--- config.mk ---
export PLATFORM = sky130hd
export DESIGN_NAME = mws_top
export DESIGN_NICKNAME = d
export VERILOG_FILES = /design/src/mws_pkg.sv /design/src/mws_top.sv /design/src/mws_wait_stretch.sv
export SDC_FILE = /design/constraint.sdc
export NUM_CORES = 1
export LEC_CHECK = 0
export ABC_AREA = 1
export BUFFER_PORTS_ARGS = -buffer_cell sky130_fd_sc_hd__buf_2
export CORE_ASPECT_RATIO = 1.75
export CORE_MARGIN = 2
export CORE_UTILIZATION = 40
export DETAILED_ROUTE_END_ITERATION = 8
export GPL_TIMING_DRIVEN = 1
export SETUP_SLACK_MARGIN = 0.5
export SLEW_MARGIN = 10
export SYNTH_ARGS = -nofsm -noshare
export SYNTH_HDL_FRONTEND = slang
export SYNTH_SLANG_ARGS = --single-unit
export TNS_END_PERCENT = 50
--- constraint.sdc ---
create_clock -name clock -period 5.6 [get_ports clock]
set_input_delay 1.12 -clock clock [delete_from_list [all_inputs] [get_ports clock]]
set_output_delay 1.12 -clock clock [all_outputs]
set_load 0.02 [all_outputs]
--- src/mws_pkg.sv ---
// Purpose: Shared constants and types for the memory wait-state configuration block.
// Assumes: 40 MHz system clock, APB register access with one aligned 32-bit word per register.
// Notes:   Times are kept in their own units and turned into cycle counts here.
`default_nettype none
package mws_pkg;
   localparam int          ADDR_W        = 8;
   localparam logic [7:0]  OFS_SRAM_CFG  = 8'h00;
   localparam logic [7:0]  OFS_FLASH_CFG = 8'h04;
   localparam logic [7:0]  OFS_CMD       = 8'h08;
   localparam logic [7:0]  OFS_STATUS    = 8'h0c;
   localparam logic [7:0]  OFS_PAGE0     = 8'h10;
   localparam logic [7:0]  OFS_PAGE3     = 8'h1c;
   localparam int          PAGE_WORDS    = 4;
   localparam int          PAGE_BITS     = 128;
   // Field positions.
   localparam int          FC_PIPE_LSB   = 0;
   localparam int          FC_READ_LSB   = 4;
   localparam int          FC_WRITE_LSB  = 8;
   localparam int          CMD_OP_LSB    = 0;
   localparam int          CMD_START_BIT = 4;
   localparam int          CMD_SUSP_BIT  = 8;
   localparam int          CMD_RES_BIT   = 9;
   localparam int          ST_BUSY       = 0;
   localparam int          ST_DONE       = 1;
   localparam int          ST_TIMEOUT    = 2;
   localparam int          ST_SUSP       = 3;
   localparam int          ST_REFUSED    = 4;
   localparam int          ST_CFG_BAD    = 5;
   // Reset values and legal settings.
   localparam logic        SRAM_WAIT_RST = 1'b0;
   localparam logic [2:0]  READ_WAIT_RST = 3'h4;
   localparam logic [2:0]  READ_WAIT_MAX = 3'h4;
   localparam logic [1:0]  WRITE_WAIT_REQ = 2'h3;
   // Times as printed, then cycle counts.
   localparam int          CLK_KHZ       = 40000;
   localparam int          T_DWPROG_US   = 500;
   localparam int          T_PGPROG_US   = 500;
   localparam int          T_E16_MS      = 5000;
   localparam int          T_E64_MS      = 5000;
   localparam int          T_E128_MS     = 7500;
   localparam int          T_E256_MS     = 15000;
   localparam int          T_PSUSP_US    = 100;
   localparam int          T_ESUSP_MS    = 10;
   localparam int          C_DWPROG      = CLK_KHZ * T_DWPROG_US / 1000;
   localparam int          C_PGPROG      = CLK_KHZ * T_PGPROG_US / 1000;
   localparam int          C_E16         = CLK_KHZ * T_E16_MS;
   localparam int          C_E64         = CLK_KHZ * T_E64_MS;
   localparam int          C_E128        = CLK_KHZ * T_E128_MS;
   localparam int          C_E256        = CLK_KHZ * T_E256_MS;
   localparam int          C_PSUSP       = (CLK_KHZ * T_PSUSP_US + 999) / 1000;
   localparam int          C_ESUSP       = CLK_KHZ * T_ESUSP_MS;

   typedef enum logic [2:0] {
      OP_DWORD = 3'b000,
      OP_PAGE  = 3'b001,
      OP_E16   = 3'b010,
      OP_E64   = 3'b011,
      OP_E128  = 3'b100,
      OP_E256  = 3'b101
   } mws_op_e;

   typedef enum logic [1:0] {
      S_IDLE = 2'b00,
      S_RUN  = 2'b01,
      S_SUSP = 2'b10
   } mws_state_e;

   typedef struct packed {
      logic [1:0] write_wait;
      logic [2:0] read_wait;
      logic [2:0] pipe;
   } mws_flash_cfg_s;

   typedef struct packed {
      mws_op_e                op;
      logic [PAGE_BITS-1:0]   page;
   } mws_flash_op_s;
endpackage : mws_pkg
`default_nettype wire

--- src/mws_top.sv ---
// Functional notes
// - Static RAM extra wait clears at reset.
// - Program page is four 32-bit words.
// - Double word program ends within 500 us.
// - 16 KB erase ends within 5000 ms.
// - 256 KB erase ends within 15000 ms.
// - 128 KB erase ends within 7500 ms.
//
// Purpose: APB-programmed wait states for RAM and flash, and flash operation sequencing.
// Assumes: flash_op_done comes from logic on the same clock.
// Notes:   An operation that overruns its limit is aborted rather than left hanging.
`timescale 1ns/1ps
`default_nettype none
module mws_top #(
   parameter int LIM_DWPROG = mws_pkg::C_DWPROG,
   parameter int LIM_PGPROG = mws_pkg::C_PGPROG,
   parameter int LIM_E16    = mws_pkg::C_E16,
   parameter int LIM_E64    = mws_pkg::C_E64,
   parameter int LIM_E128   = mws_pkg::C_E128,
   parameter int LIM_E256   = mws_pkg::C_E256,
   parameter int MIN_PSUSP  = mws_pkg::C_PSUSP,
   parameter int MIN_ESUSP  = mws_pkg::C_ESUSP
) (
   input  wire logic                    clock,
   input  wire logic                    reset,
   input  wire logic                    psel,
   input  wire logic                    penable,
   input  wire logic                    pwrite,
   input  wire logic [mws_pkg::ADDR_W-1:0] paddr,
   input  wire logic [31:0]             pwdata,
   output logic      [31:0]             prdata,
   output logic                         pready,
   output logic                         pslverr,
   input  wire logic                    sram_req,
   output logic                         sram_ack,
   input  wire logic                    flash_req,
   input  wire logic                    flash_we,
   output logic                         flash_ack,
   output mws_pkg::mws_flash_cfg_s      flash_bus_iface_cfg,
   output mws_pkg::mws_flash_op_s       flash_op,
   output logic                         flash_start,
   output logic                         flash_suspend,
   output logic                         flash_abort,
   input  wire logic                    flash_op_done
);
   logic                         sram_extra_wait_sel_reg;
   mws_pkg::mws_flash_cfg_s      fcfg_reg;
   mws_pkg::mws_flash_op_s       op_reg;
   logic [31:0]                  page_reg [mws_pkg::PAGE_WORDS];
   mws_pkg::mws_state_e          st_reg;
   logic [31:0]                  run_cnt_reg, res_cnt_reg, prdata_reg;
   logic                         resumed_reg, done_reg, timeout_reg, refused_reg;
   logic                         start_reg, abort_reg;
   logic                         wr, rd_setup, mapped, is_prog;
   logic                         cmd_start, cmd_susp, cmd_res, susp_ok;
   logic                         done_evt, tmo_evt, refuse_evt, cfg_bad;
   logic [31:0]                  op_limit, susp_min, status;
   logic [2:0]                   flash_waits;
   assign wr       = psel && penable && pwrite;
   assign rd_setup = psel && !penable && !pwrite;
   assign mapped   = (paddr == mws_pkg::OFS_SRAM_CFG) || (paddr == mws_pkg::OFS_FLASH_CFG)
                  || (paddr == mws_pkg::OFS_CMD) || (paddr == mws_pkg::OFS_STATUS)
                  || ((paddr >= mws_pkg::OFS_PAGE0) && (paddr <= mws_pkg::OFS_PAGE3)
                      && (paddr[1:0] == 2'h0));
   assign pready   = 1'b1;
   assign pslverr  = psel && penable && !mapped;
   assign prdata   = prdata_reg;

   // Software-side setting errors are only reported, since the band choice is software's.
   assign cfg_bad = (fcfg_reg.pipe != fcfg_reg.read_wait)
                 || (fcfg_reg.write_wait != mws_pkg::WRITE_WAIT_REQ)
                 || (fcfg_reg.read_wait > mws_pkg::READ_WAIT_MAX);

   assign is_prog = (op_reg.op == mws_pkg::OP_DWORD) || (op_reg.op == mws_pkg::OP_PAGE);

   always_comb begin
      case (op_reg.op)
         mws_pkg::OP_DWORD: op_limit = 32'(LIM_DWPROG);
         mws_pkg::OP_PAGE:  op_limit = 32'(LIM_PGPROG);
         mws_pkg::OP_E16:   op_limit = 32'(LIM_E16);
         mws_pkg::OP_E64:   op_limit = 32'(LIM_E64);
         mws_pkg::OP_E128:  op_limit = 32'(LIM_E128);
         mws_pkg::OP_E256:  op_limit = 32'(LIM_E256);
         default:           op_limit = 32'(LIM_DWPROG);
      endcase
   end

   assign susp_min  = is_prog ? 32'(MIN_PSUSP) : 32'(MIN_ESUSP);
   assign susp_ok   = !resumed_reg || (res_cnt_reg >= susp_min);
   assign cmd_start = wr && (paddr == mws_pkg::OFS_CMD) && pwdata[mws_pkg::CMD_START_BIT];
   assign cmd_susp  = wr && (paddr == mws_pkg::OFS_CMD) && pwdata[mws_pkg::CMD_SUSP_BIT];
   assign cmd_res   = wr && (paddr == mws_pkg::OFS_CMD) && pwdata[mws_pkg::CMD_RES_BIT];
   assign done_evt  = (st_reg == mws_pkg::S_RUN) && flash_op_done;
   assign tmo_evt   = (st_reg == mws_pkg::S_RUN) && !flash_op_done
                   && (run_cnt_reg >= op_limit - 32'h1);
   assign refuse_evt = cmd_susp && (st_reg == mws_pkg::S_RUN) && !susp_ok;

   always_comb begin
      status = '0;
      status[mws_pkg::ST_BUSY]    = (st_reg != mws_pkg::S_IDLE);
      status[mws_pkg::ST_DONE]    = done_reg;
      status[mws_pkg::ST_TIMEOUT] = timeout_reg;
      status[mws_pkg::ST_SUSP]    = (st_reg == mws_pkg::S_SUSP);
      status[mws_pkg::ST_REFUSED] = refused_reg;
      status[mws_pkg::ST_CFG_BAD] = cfg_bad;
   end

   // Configuration registers.
   always_ff @(posedge clock) begin
      if (reset) begin
         sram_extra_wait_sel_reg <= mws_pkg::SRAM_WAIT_RST;
         fcfg_reg.pipe       <= mws_pkg::READ_WAIT_RST;
         fcfg_reg.read_wait  <= mws_pkg::READ_WAIT_RST;
         fcfg_reg.write_wait <= mws_pkg::WRITE_WAIT_REQ;
      end else if (wr && (paddr == mws_pkg::OFS_SRAM_CFG)) begin
         sram_extra_wait_sel_reg <= pwdata[0];
      end else if (wr && (paddr == mws_pkg::OFS_FLASH_CFG)) begin
         fcfg_reg.pipe       <= pwdata[mws_pkg::FC_PIPE_LSB +: 3];
         fcfg_reg.read_wait  <= pwdata[mws_pkg::FC_READ_LSB +: 3];
         fcfg_reg.write_wait <= pwdata[mws_pkg::FC_WRITE_LSB +: 2];
      end
   end

   // Page buffer; a program captures all four words at once.
   always_ff @(posedge clock) begin
      for (int i = 0; i < mws_pkg::PAGE_WORDS; i++) begin
         if (reset) begin
            page_reg[i] <= 32'h0;
         end else if (wr && (paddr == mws_pkg::OFS_PAGE0 + 8'(4 * i))) begin
            page_reg[i] <= pwdata;
         end
      end
   end

   // Operation sequencer.
   always_ff @(posedge clock) begin
      if (reset) begin
         st_reg      <= mws_pkg::S_IDLE;
         op_reg      <= '0;
         run_cnt_reg <= 32'h0;
         start_reg   <= 1'b0;
         abort_reg   <= 1'b0;
      end else begin
         start_reg <= 1'b0;
         abort_reg <= 1'b0;
         case (st_reg)
            mws_pkg::S_IDLE: begin
               if (cmd_start) begin
                  op_reg.op   <= mws_pkg::mws_op_e'(pwdata[mws_pkg::CMD_OP_LSB +: 3]);
                  op_reg.page <= {page_reg[3], page_reg[2], page_reg[1], page_reg[0]};
                  run_cnt_reg <= 32'h0;
                  start_reg   <= 1'b1;
                  st_reg      <= mws_pkg::S_RUN;
               end
            end
            mws_pkg::S_RUN: begin
               run_cnt_reg <= run_cnt_reg + 32'h1;
               if (done_evt) begin
                  st_reg <= mws_pkg::S_IDLE;
               end else if (tmo_evt) begin
                  abort_reg <= 1'b1;
                  st_reg    <= mws_pkg::S_IDLE;
               end else if (cmd_susp && susp_ok) begin
                  st_reg <= mws_pkg::S_SUSP;
               end
            end
            mws_pkg::S_SUSP: begin
               if (cmd_res) begin
                  st_reg <= mws_pkg::S_RUN;
               end
            end
            default: st_reg <= mws_pkg::S_IDLE;
         endcase
      end
   end
   // Time since the last resume; a start written while busy is ignored and must not reset it.
   always_ff @(posedge clock) begin
      if (reset || (cmd_start && (st_reg == mws_pkg::S_IDLE))) begin
         resumed_reg <= 1'b0;
         res_cnt_reg <= 32'h0;
      end else if ((st_reg == mws_pkg::S_SUSP) && cmd_res) begin
         resumed_reg <= 1'b1;
         res_cnt_reg <= 32'h0;
      end else if ((st_reg == mws_pkg::S_RUN) && (res_cnt_reg < susp_min)) begin
         res_cnt_reg <= res_cnt_reg + 32'h1;
      end
   end

   // Sticky status; a set in the same cycle as the clear wins.
   always_ff @(posedge clock) begin
      if (reset) begin
         done_reg    <= 1'b0;
         timeout_reg <= 1'b0;
         refused_reg <= 1'b0;
      end else begin
         done_reg    <= done_evt || (done_reg && !(wr && (paddr == mws_pkg::OFS_STATUS)
                        && pwdata[mws_pkg::ST_DONE]));
         timeout_reg <= tmo_evt || (timeout_reg && !(wr && (paddr == mws_pkg::OFS_STATUS)
                        && pwdata[mws_pkg::ST_TIMEOUT]));
         refused_reg <= refuse_evt || (refused_reg && !(wr && (paddr == mws_pkg::OFS_STATUS)
                        && pwdata[mws_pkg::ST_REFUSED]));
      end
   end

   // Read data is fetched in the setup phase so it comes from a flip-flop.
   always_ff @(posedge clock) begin
      if (reset) begin
         prdata_reg <= 32'h0;
      end else if (rd_setup) begin
         prdata_reg <= 32'h0;
         case (paddr)
            mws_pkg::OFS_SRAM_CFG:  prdata_reg <= {31'h0, sram_extra_wait_sel_reg};
            mws_pkg::OFS_FLASH_CFG: prdata_reg <= {22'h0, fcfg_reg.write_wait, 1'b0,
                                                   fcfg_reg.read_wait, 1'b0, fcfg_reg.pipe};
            mws_pkg::OFS_CMD:       prdata_reg <= {29'h0, op_reg.op};
            mws_pkg::OFS_STATUS:    prdata_reg <= status;
            default: begin
               if ((paddr >= mws_pkg::OFS_PAGE0) && (paddr <= mws_pkg::OFS_PAGE3)) begin
                  prdata_reg <= page_reg[paddr[3:2]];
               end
            end
         endcase
      end
   end

   assign flash_waits = flash_we ? {1'b0, fcfg_reg.write_wait} : fcfg_reg.read_wait;

   mws_wait_stretch #(.W(1)) u_sram_wait (
      .clock (clock),
      .reset (reset),
      .req   (sram_req),
      .waits (sram_extra_wait_sel_reg),
      .ack   (sram_ack)
   );
   mws_wait_stretch #(.W(3)) u_flash_wait (
      .clock (clock),
      .reset (reset),
      .req   (flash_req),
      .waits (flash_waits),
      .ack   (flash_ack)
   );

   assign flash_bus_iface_cfg = fcfg_reg;
   assign flash_op            = op_reg;
   assign flash_start         = start_reg;
   assign flash_suspend       = (st_reg == mws_pkg::S_SUSP);
   assign flash_abort         = abort_reg;
endmodule : mws_top
`default_nettype wire

--- src/mws_wait_stretch.sv ---
// Purpose: Stretches one memory access by a programmed number of wait cycles.
// Assumes: The requester holds req until ack.
// Notes:   Zero waits give ack in the cycle of the request.
`timescale 1ns/1ps
`default_nettype none
module mws_wait_stretch #(
   parameter int W = 3
) (
   input  wire logic         clock,
   input  wire logic         reset,
   input  wire logic         req,
   input  wire logic [W-1:0] waits,
   output logic              ack
);
   logic [W-1:0] cnt_reg;

   assign ack = req && (cnt_reg == waits);

   always_ff @(posedge clock) begin
      if (reset || !req || ack) begin
         cnt_reg <= '0;
      end else begin
         cnt_reg <= cnt_reg + 1'b1;
      end
   end
endmodule : mws_wait_stretch
`default_nettype wire

==> results.toml, run 1 <==
[sta]
fin_skew_ps = 25.6
rsz0062_at_grt = "no"
finalSetupTns_ps = 0
slew_violations = 0
slew_headroom_pct = 17.2
worst_pin_slew_ps = 1240
finalCritPeriodShare_pct = 60.4
fin_crit_ps = 3380
finalSetupViolCount = 0
timing.final.ws_setup_ps = 2220
fmax_ghz = 0.296
finalHoldViolCount = 0

[final_layout]
largest_register_ffs = 131
layout.nets = 2023
final_area_um2 = 18400
drive_gt1_share_pct = 16.3
num-fill-cells = 3819
syn_to_final_growth_pct = 17.3
diodes = 0
layout.cells.non_filler = 2468

[drt]
ant_nets = 0
firstDrtPassIters = 5
drtIter0Drc = 841
drcViolationCount = 0
avgRoutedWirePerCell_um = 20.4
routed_via_density = 5.38
vias = 13300
routed_wl_um = 50400

[floorplan]
ios = 227
die_h_um = 266
dieArea_um2 = 40900
core-area_um2 = 38900
die_x_um = 154
initial_utilization_pct = 40.3
rows = 96

[logic_synthesis]
synth_cell_type_count = 51
synthesis.nets = 1824
synth_edf_count = 128
syn_avg_cell_area_um2 = 8.95
ys_seq_area_share_pct = 56.2
synthArstFlopShare_pct = 0
ys.flop_type = "dfxtp_1"
synth.largest_area_cell = "dfxtp_1"
synthTopCellsByArea = "dfxtp_1 32%, edfxtp_1 25%, nand2_1 7.0%"
synth-seq-cells = 376
syn_area_um2 = 15700
netlist_instances = 1751
synth_top_area_share_pct = 31.7
yosysWarnings = 0

[place]
gp_congestion = 0.905
dpl.cell_count = 2400
pre_cts_ws_ps = 1680
placed_cell_area_um2 = 17200
dpl.hpwl_um = 35300
io_buffer_count = 225

[power_and_ir_drop]
power_frac_seq_pct = 50.5
power_leakage_uw = 0.00793
vdd_ir_drop_max_uv = 241
clkPwrFrac_pct = 43.2
p_comb_share_pct = 6.3
p_sw_share_pct = 24.3
p_per_area_nw_per_um2 = 314
p_sw_uw = 1400
internal-power_uw = 4370

[critical_path]
cp-start-kind = "input pin"
slowest_stage = "nand2_2"
cpLargestDelayFamily = "simple AND/OR/NAND/NOR gates"
required_ps = 6090
critPathMaxStageDelay_ps = 580
cp_max_fo = 26
crit_type = "input pin to register"
end_kind = "register"
crit_buf_inv = 4
arrival_ps = 3870
cp_cell_sequence = "buf_2, nand2_2, inv_2, a21oi_1, inv_1, nor2_4, inv_2, a31oi_1, a21oi_1, nor2_1"

[clock_tree]
cts_buffer_depth = 3
clk_pin_slew_ps = 60
clock_sinks = 376
ctsResizeCount = 0
root_buffer = "clkbuf_16"
htreeDepth = 2
cts_inserted_buffers = 37
clock_latency_ps = 560
cts_setup_buffers = 0
cts_tree = "done"
hold_buffers = 0

[flow_run]
maxCapViolCount = 0

[global_routing]
grt_max_degree = 95
grt_pass1_wl_um = 75000
antenna_found_initial = 2
grt.total_usage_pct = 23.8
grt.overflow.total = 0
grt_pass1_vias = 13000

[outcome]
outcome = "finished clean"

[hold_path]
hp-class = "register to register"
==> logic make-up after synthesis <==
family	count (synthesis)	share of synthesized area, %
flip-flops	376	56.2
other	1	0.0239
AO/OA/AOI/OAI	359	15.1
XOR/XNOR	9	0.503
AND/OR/NAND/NOR	699	18.7
buffers and inverters	283	7.60
adder cells (fa/ha/maj)	24	1.92
==> through the flow <==
stage / util, % / total power [uW] / hold slack [ps]
floorplan: - / 3180 / 408
global placement: 44.1 / 3330 / 414
detailed placement: 44.1 / 3330 / 417
CTS: 47.2 / 5810 / 426
global route: 47.3 / 5950 / 444
finish: 47.3 / 5770 / 424
==> placed cells by master (no fill, tap or decap), types with 4 or more instances in the layout <==
| master | n |
|---|---|
| nor2_1 | 264 |
| a221oi_1 | 10 |
| inv_2 | 6 |
| ha_1 | 24 |
| nand3_2 | 4 |
| o22ai_1 | 17 |
| nand2_1 | 291 |
| buf_2 | 225 |
| nand3_1 | 58 |
| dfxtp_1 | 248 |
| nor3_1 | 23 |
| buf_4 | 10 |
| or2_2 | 4 |
| clkbuf_8 | 8 |
| o221ai_1 | 6 |
| a22o_1 | 80 |
| a22oi_1 | 25 |
| clkbuf_1 | 11 |
| a31oi_1 | 4 |
| edfxtp_1 | 128 |
| nand4_1 | 21 |
| o21ai_1 | 12 |
| inv_1 | 200 |
| o21ai_4 | 4 |
| xor2_1 | 7 |
| clkbuf_16 | 38 |
| nand3b_1 | 4 |
| nor3b_1 | 5 |
| nor2_4 | 8 |
| o211ai_1 | 8 |
| o2111ai_1 | 15 |
| a21oi_1 | 78 |
| o21ai_0 | 85 |
| nor4_1 | 7 |
==> worst min-delay path: stages, from the launching register on <==
cell and delay, ps:
dfxtp_1 300, inv_1 50, nor2_1 30
==> layout make-up <==
| type | count | area, um^2 | area share [%] |
|---|---|---|---|
| Clock buffer | 57 | 1100 | 5.99 |
| Clock inverter | 10 | 101 | 0.551 |
| Inverter | 207 | 779 | 4.24 |
| Multi-Input combinational cell | 1092 | 5760 | 31.3 |
| Sequential cell | 376 | 8810 | 47.9 |
| Tap cell | 490 | 613 | 3.33 |
| Timing Repair Buffer | 236 | 1230 | 6.68 |
==> final timing paths <==
check / startpoint / end / slack, ps / depth (start not counted)
setup reg to reg: flash_op[129]$_SDFFE_PP0P_ / st_reg[0]$_SDFFE_PP0P_ / 2370 / 17
hold reg to reg: res_cnt_reg[25]$_SDFFE_PP0P_ / res_cnt_reg[25]$_SDFFE_PP0P_ / 420 / 2
setup / recovery: paddr[3] / prdata[31]$_SDFFE_PP0P_ / 2220 / 10
hold / removal: res_cnt_reg[25]$_SDFFE_PP0P_ / res_cnt_reg[25]$_SDFFE_PP0P_ / 420 / 2
==> power groups by stage <==
stage                     Combinational [uW]  Clock [uW]  Sequential [uW]
after floorplan                          217           0             2970
after global placement                   357           0             2970
after detailed placement                 359           0             2980
after CTS                                360        2540             2920
after global routing                     390        2640             2920
final                                    362        2500             2920
==> Yosys cell counts, types with 15 or more instances <==
cell	n
clkbuf_1	45
a22o_1	80
a22oi_1	25
nand2_1	292
o2111ai_1	15
a21oi_1	78
o22ai_1	17
inv_1	200
nor3_1	23
ha_1	24
edfxtp_1	128
nor2_1	266
nand3_1	61
dfxtp_1	248
o21ai_0	89
nand4_1	21
==> layer usage <==
layer / share of wire [%] / GRT usage (%) / vias up / wire (um)
li1: - / - / 6331 / -
met1: 37 / 25.6 / 6344 / 18500
met2: 53 / 45.1 / 460 / 26700
met3: 5.2 / 3.38 / 127 / 2600
met4: 5.0 / 12.0 / 4 / 2530
met5: 0.052 / 0 / - / 26
No activity file was read; power rests on OpenSTA's default activity.
==> run 2, diff against run 1 <==
==> constraint.sdc (replaced) <==
create_clock -name clock -period 2.8 [get_ports clock]
set_input_delay 0.56 -clock clock [delete_from_list [all_inputs] [get_ports clock]]
set_output_delay 0.56 -clock clock [all_outputs]
set_load 0.02 [all_outputs]
==> run 2 against run 1 <==
  * Non-clock buffer count increased by 36
  * Critical endpoint is now st_reg[0]$_SDFFE_PP0P_
  * Worst setup slack got worse by 1600 ps
  * Clock skew decreased by 10 ps
  * Cell count increased by 1.6%
  * Sequential power increased by 99%
  * Worst hold slack got worse by 150 ps
  * Flip-flop and latch count unchanged
  * Largest cell class unchanged
  * Count of clock-buffer cells in the layout unchanged
  * Utilization increased by 1.3 points
==> results.toml, run 2 (synthesis results as in run 1) <==
[outcome]
outcome = "finished clean"

[sta]
finalHoldViolCount = 0
worst_pin_slew_ps = 954
fin_crit_ps = 2220
slew_headroom_pct = 36.3
fin_skew_ps = 15.2
finalSetupViolCount = 0
finalCritPeriodShare_pct = 79.2
rsz0062_at_grt = "yes"
fmax_ghz = 0.451
finalSetupTns_ps = 0
slew_violations = 0

[critical_path]
cp_cell_sequence = "inv_4, nand2_4, nor2_4, nor2_4, buf_4, ha_1, a21oi_1, nand2_1, o21ai_0, nand2_1, nand2_1, nand2_1, nor2_2, nand3_1, o21ai_0, nand2_1, inv_1"
arrival_ps = 2710
r2r_slack_ps = 580
crit_type = "register to register"
cp_max_fo = 5
slowest_stage = "dfxtp_4"
cp-start-kind = "register"
required_ps = 3290
worst_path_most_repeated_cell = "nand2_1"
cpLargestDelayFamily = "simple AND/OR/NAND/NOR gates"
end_kind = "register"
critPathMaxStageDelay_ps = 370
crit_buf_inv = 3

[place]
dpl.hpwl_um = 34600
io_buffer_count = 225
placed_cell_area_um2 = 17400
gp_congestion = 0.867

[clock_tree]
clock_sinks = 376
cts_inserted_buffers = 37
htreeDepth = 2
cts_buffer_depth = 3
root_buffer = "clkbuf_16"
clk_pin_slew_ps = 60
clock_latency_ps = 550
cts_tree = "done"

[global_routing]
grt.total_usage_pct = 23.3
grt_pass1_wl_um = 74300
grt.overflow.total = 0
antenna_found_initial = 4
grt_max_degree = 93
grt_pass1_vias = 13300

[drt]
routed_via_density = 5.37
firstDrtPassIters = 5
drtIter0Drc = 1002
ant_nets = 0
drcViolationCount = 0
avgRoutedWirePerCell_um = 19.7
vias = 13500
routed_wl_um = 49300

[flow_run]
maxCapViolCount = 0

[final_layout]
syn_to_final_growth_pct = 20.6
final_common_cell = "nand2_1"
drive_gt1_share_pct = 19.5
largest_register_ffs = 131
final_area_um2 = 18900
layout.nets = 2059
final_cell_mix = "286 x nand2_1, 251 x nor2_1, 245 x dfxtp_1"

[floorplan]
die_x_um = 154
die_h_um = 266
ios = 227
rows = 96
dieArea_um2 = 40900
core-area_um2 = 38900
initial_utilization_pct = 40.3

[power_and_ir_drop]
vdd_ir_drop_max_uv = 403
power_leakage_uw = 0.00815
p_per_area_nw_per_um2 = 620

[hold_path]
hp-class = "input pin to register"
## run 2: cell types whose count changed in the layout (fill, tap and decap cells not counted), moves of 4 or more
cell	change
buf_4	+31
nor2_1	-13
nor2_4	+5
nor2_2	+8
nand2_1	-5
inv_1	-4
o21ai_0	-4
buf_12	+5
o21ai_1	+4
## run 2: layout make-up
type                       count  area [um^2]
timing repair buffer         272         1550
fill                        3788        20000
inverter                     207          787
tap                          490          613
antenna                        3         7.51
sequential                   376         8820
multi-input combinational   1092         5900
clock inverter                11          159
clock buffer                  57         1070
## run 2: path summary, 6_finish.rpt
path,cells past startpoint,end,from
setup / recovery,17,st_reg[0]$_SDFFE_PP0P_,flash_op[129]$_SDFFE_PP0P_
setup reg to reg,17,st_reg[0]$_SDFFE_PP0P_,flash_op[129]$_SDFFE_PP0P_
hold reg to reg,2,res_cnt_reg[23]$_SDFFE_PP0P_,res_cnt_reg[23]$_SDFFE_PP0P_
hold / removal,3,u_sram_wait.cnt_reg$_SDFF_PP0_,sram_req
## run 2: worst reg2reg max path: stages (launching register included)
cell and delay, ps:
dfxtp_4 370, inv_4 80, nand2_4 80, nor2_4 160
nor2_4 60, buf_4 140, ha_1 280, a21oi_1 160
nand2_1 80, o21ai_0 70, nand2_1 70, nand2_1 50
nand2_1 60, nor2_2 170, nand3_1 120, o21ai_0 100
nand2_1 70, inv_1 50
## run 2: power breakdown
part	internal [uW]	total [uW]	switching (uW)	leakage (uW)
logic	222	789	567	0.00433
clock network	2950	5110	2160	0.000600
registers	5750	5820	71.3	0.00321
total	8920	11700	2800	0.00815
## run 2: metrics by stage
step	setup slack (ps)	total power (uW)	hold WS, ps	utilization, %	cells
after floorplan	331	6360	408	-	1751
after global placement	163	6670	414	44.8	2428
after detailed placement	147	6680	418	44.8	2428
after CTS	485	11800	264	48.2	2498
after global routing	445	12100	305	48.6	2507
final	582	11700	277	48.6	2508
## run 2: what timing repair did
| action | CTS | global route |
|---|---|---|
| pin swaps | 2 | 6 |
| hold buffers | 0 | 0 |
| endpoints found under the setup margin | 21 | 27 |
| gates resized for setup | 21 | 33 |
| buffers inserted | 2 | 7 |
## run 2: layer usage
metal | global-route usage (%) | routed length [um] | vias up
met5 | 0 | 25 | -
met1 | 25.7 | 18200 | 6461
li1 | - | - | 6409
met3 | 3.90 | 3030 | 114
met4 | 11.2 | 2240 | 4
met2 | 43.1 | 25800 | 476
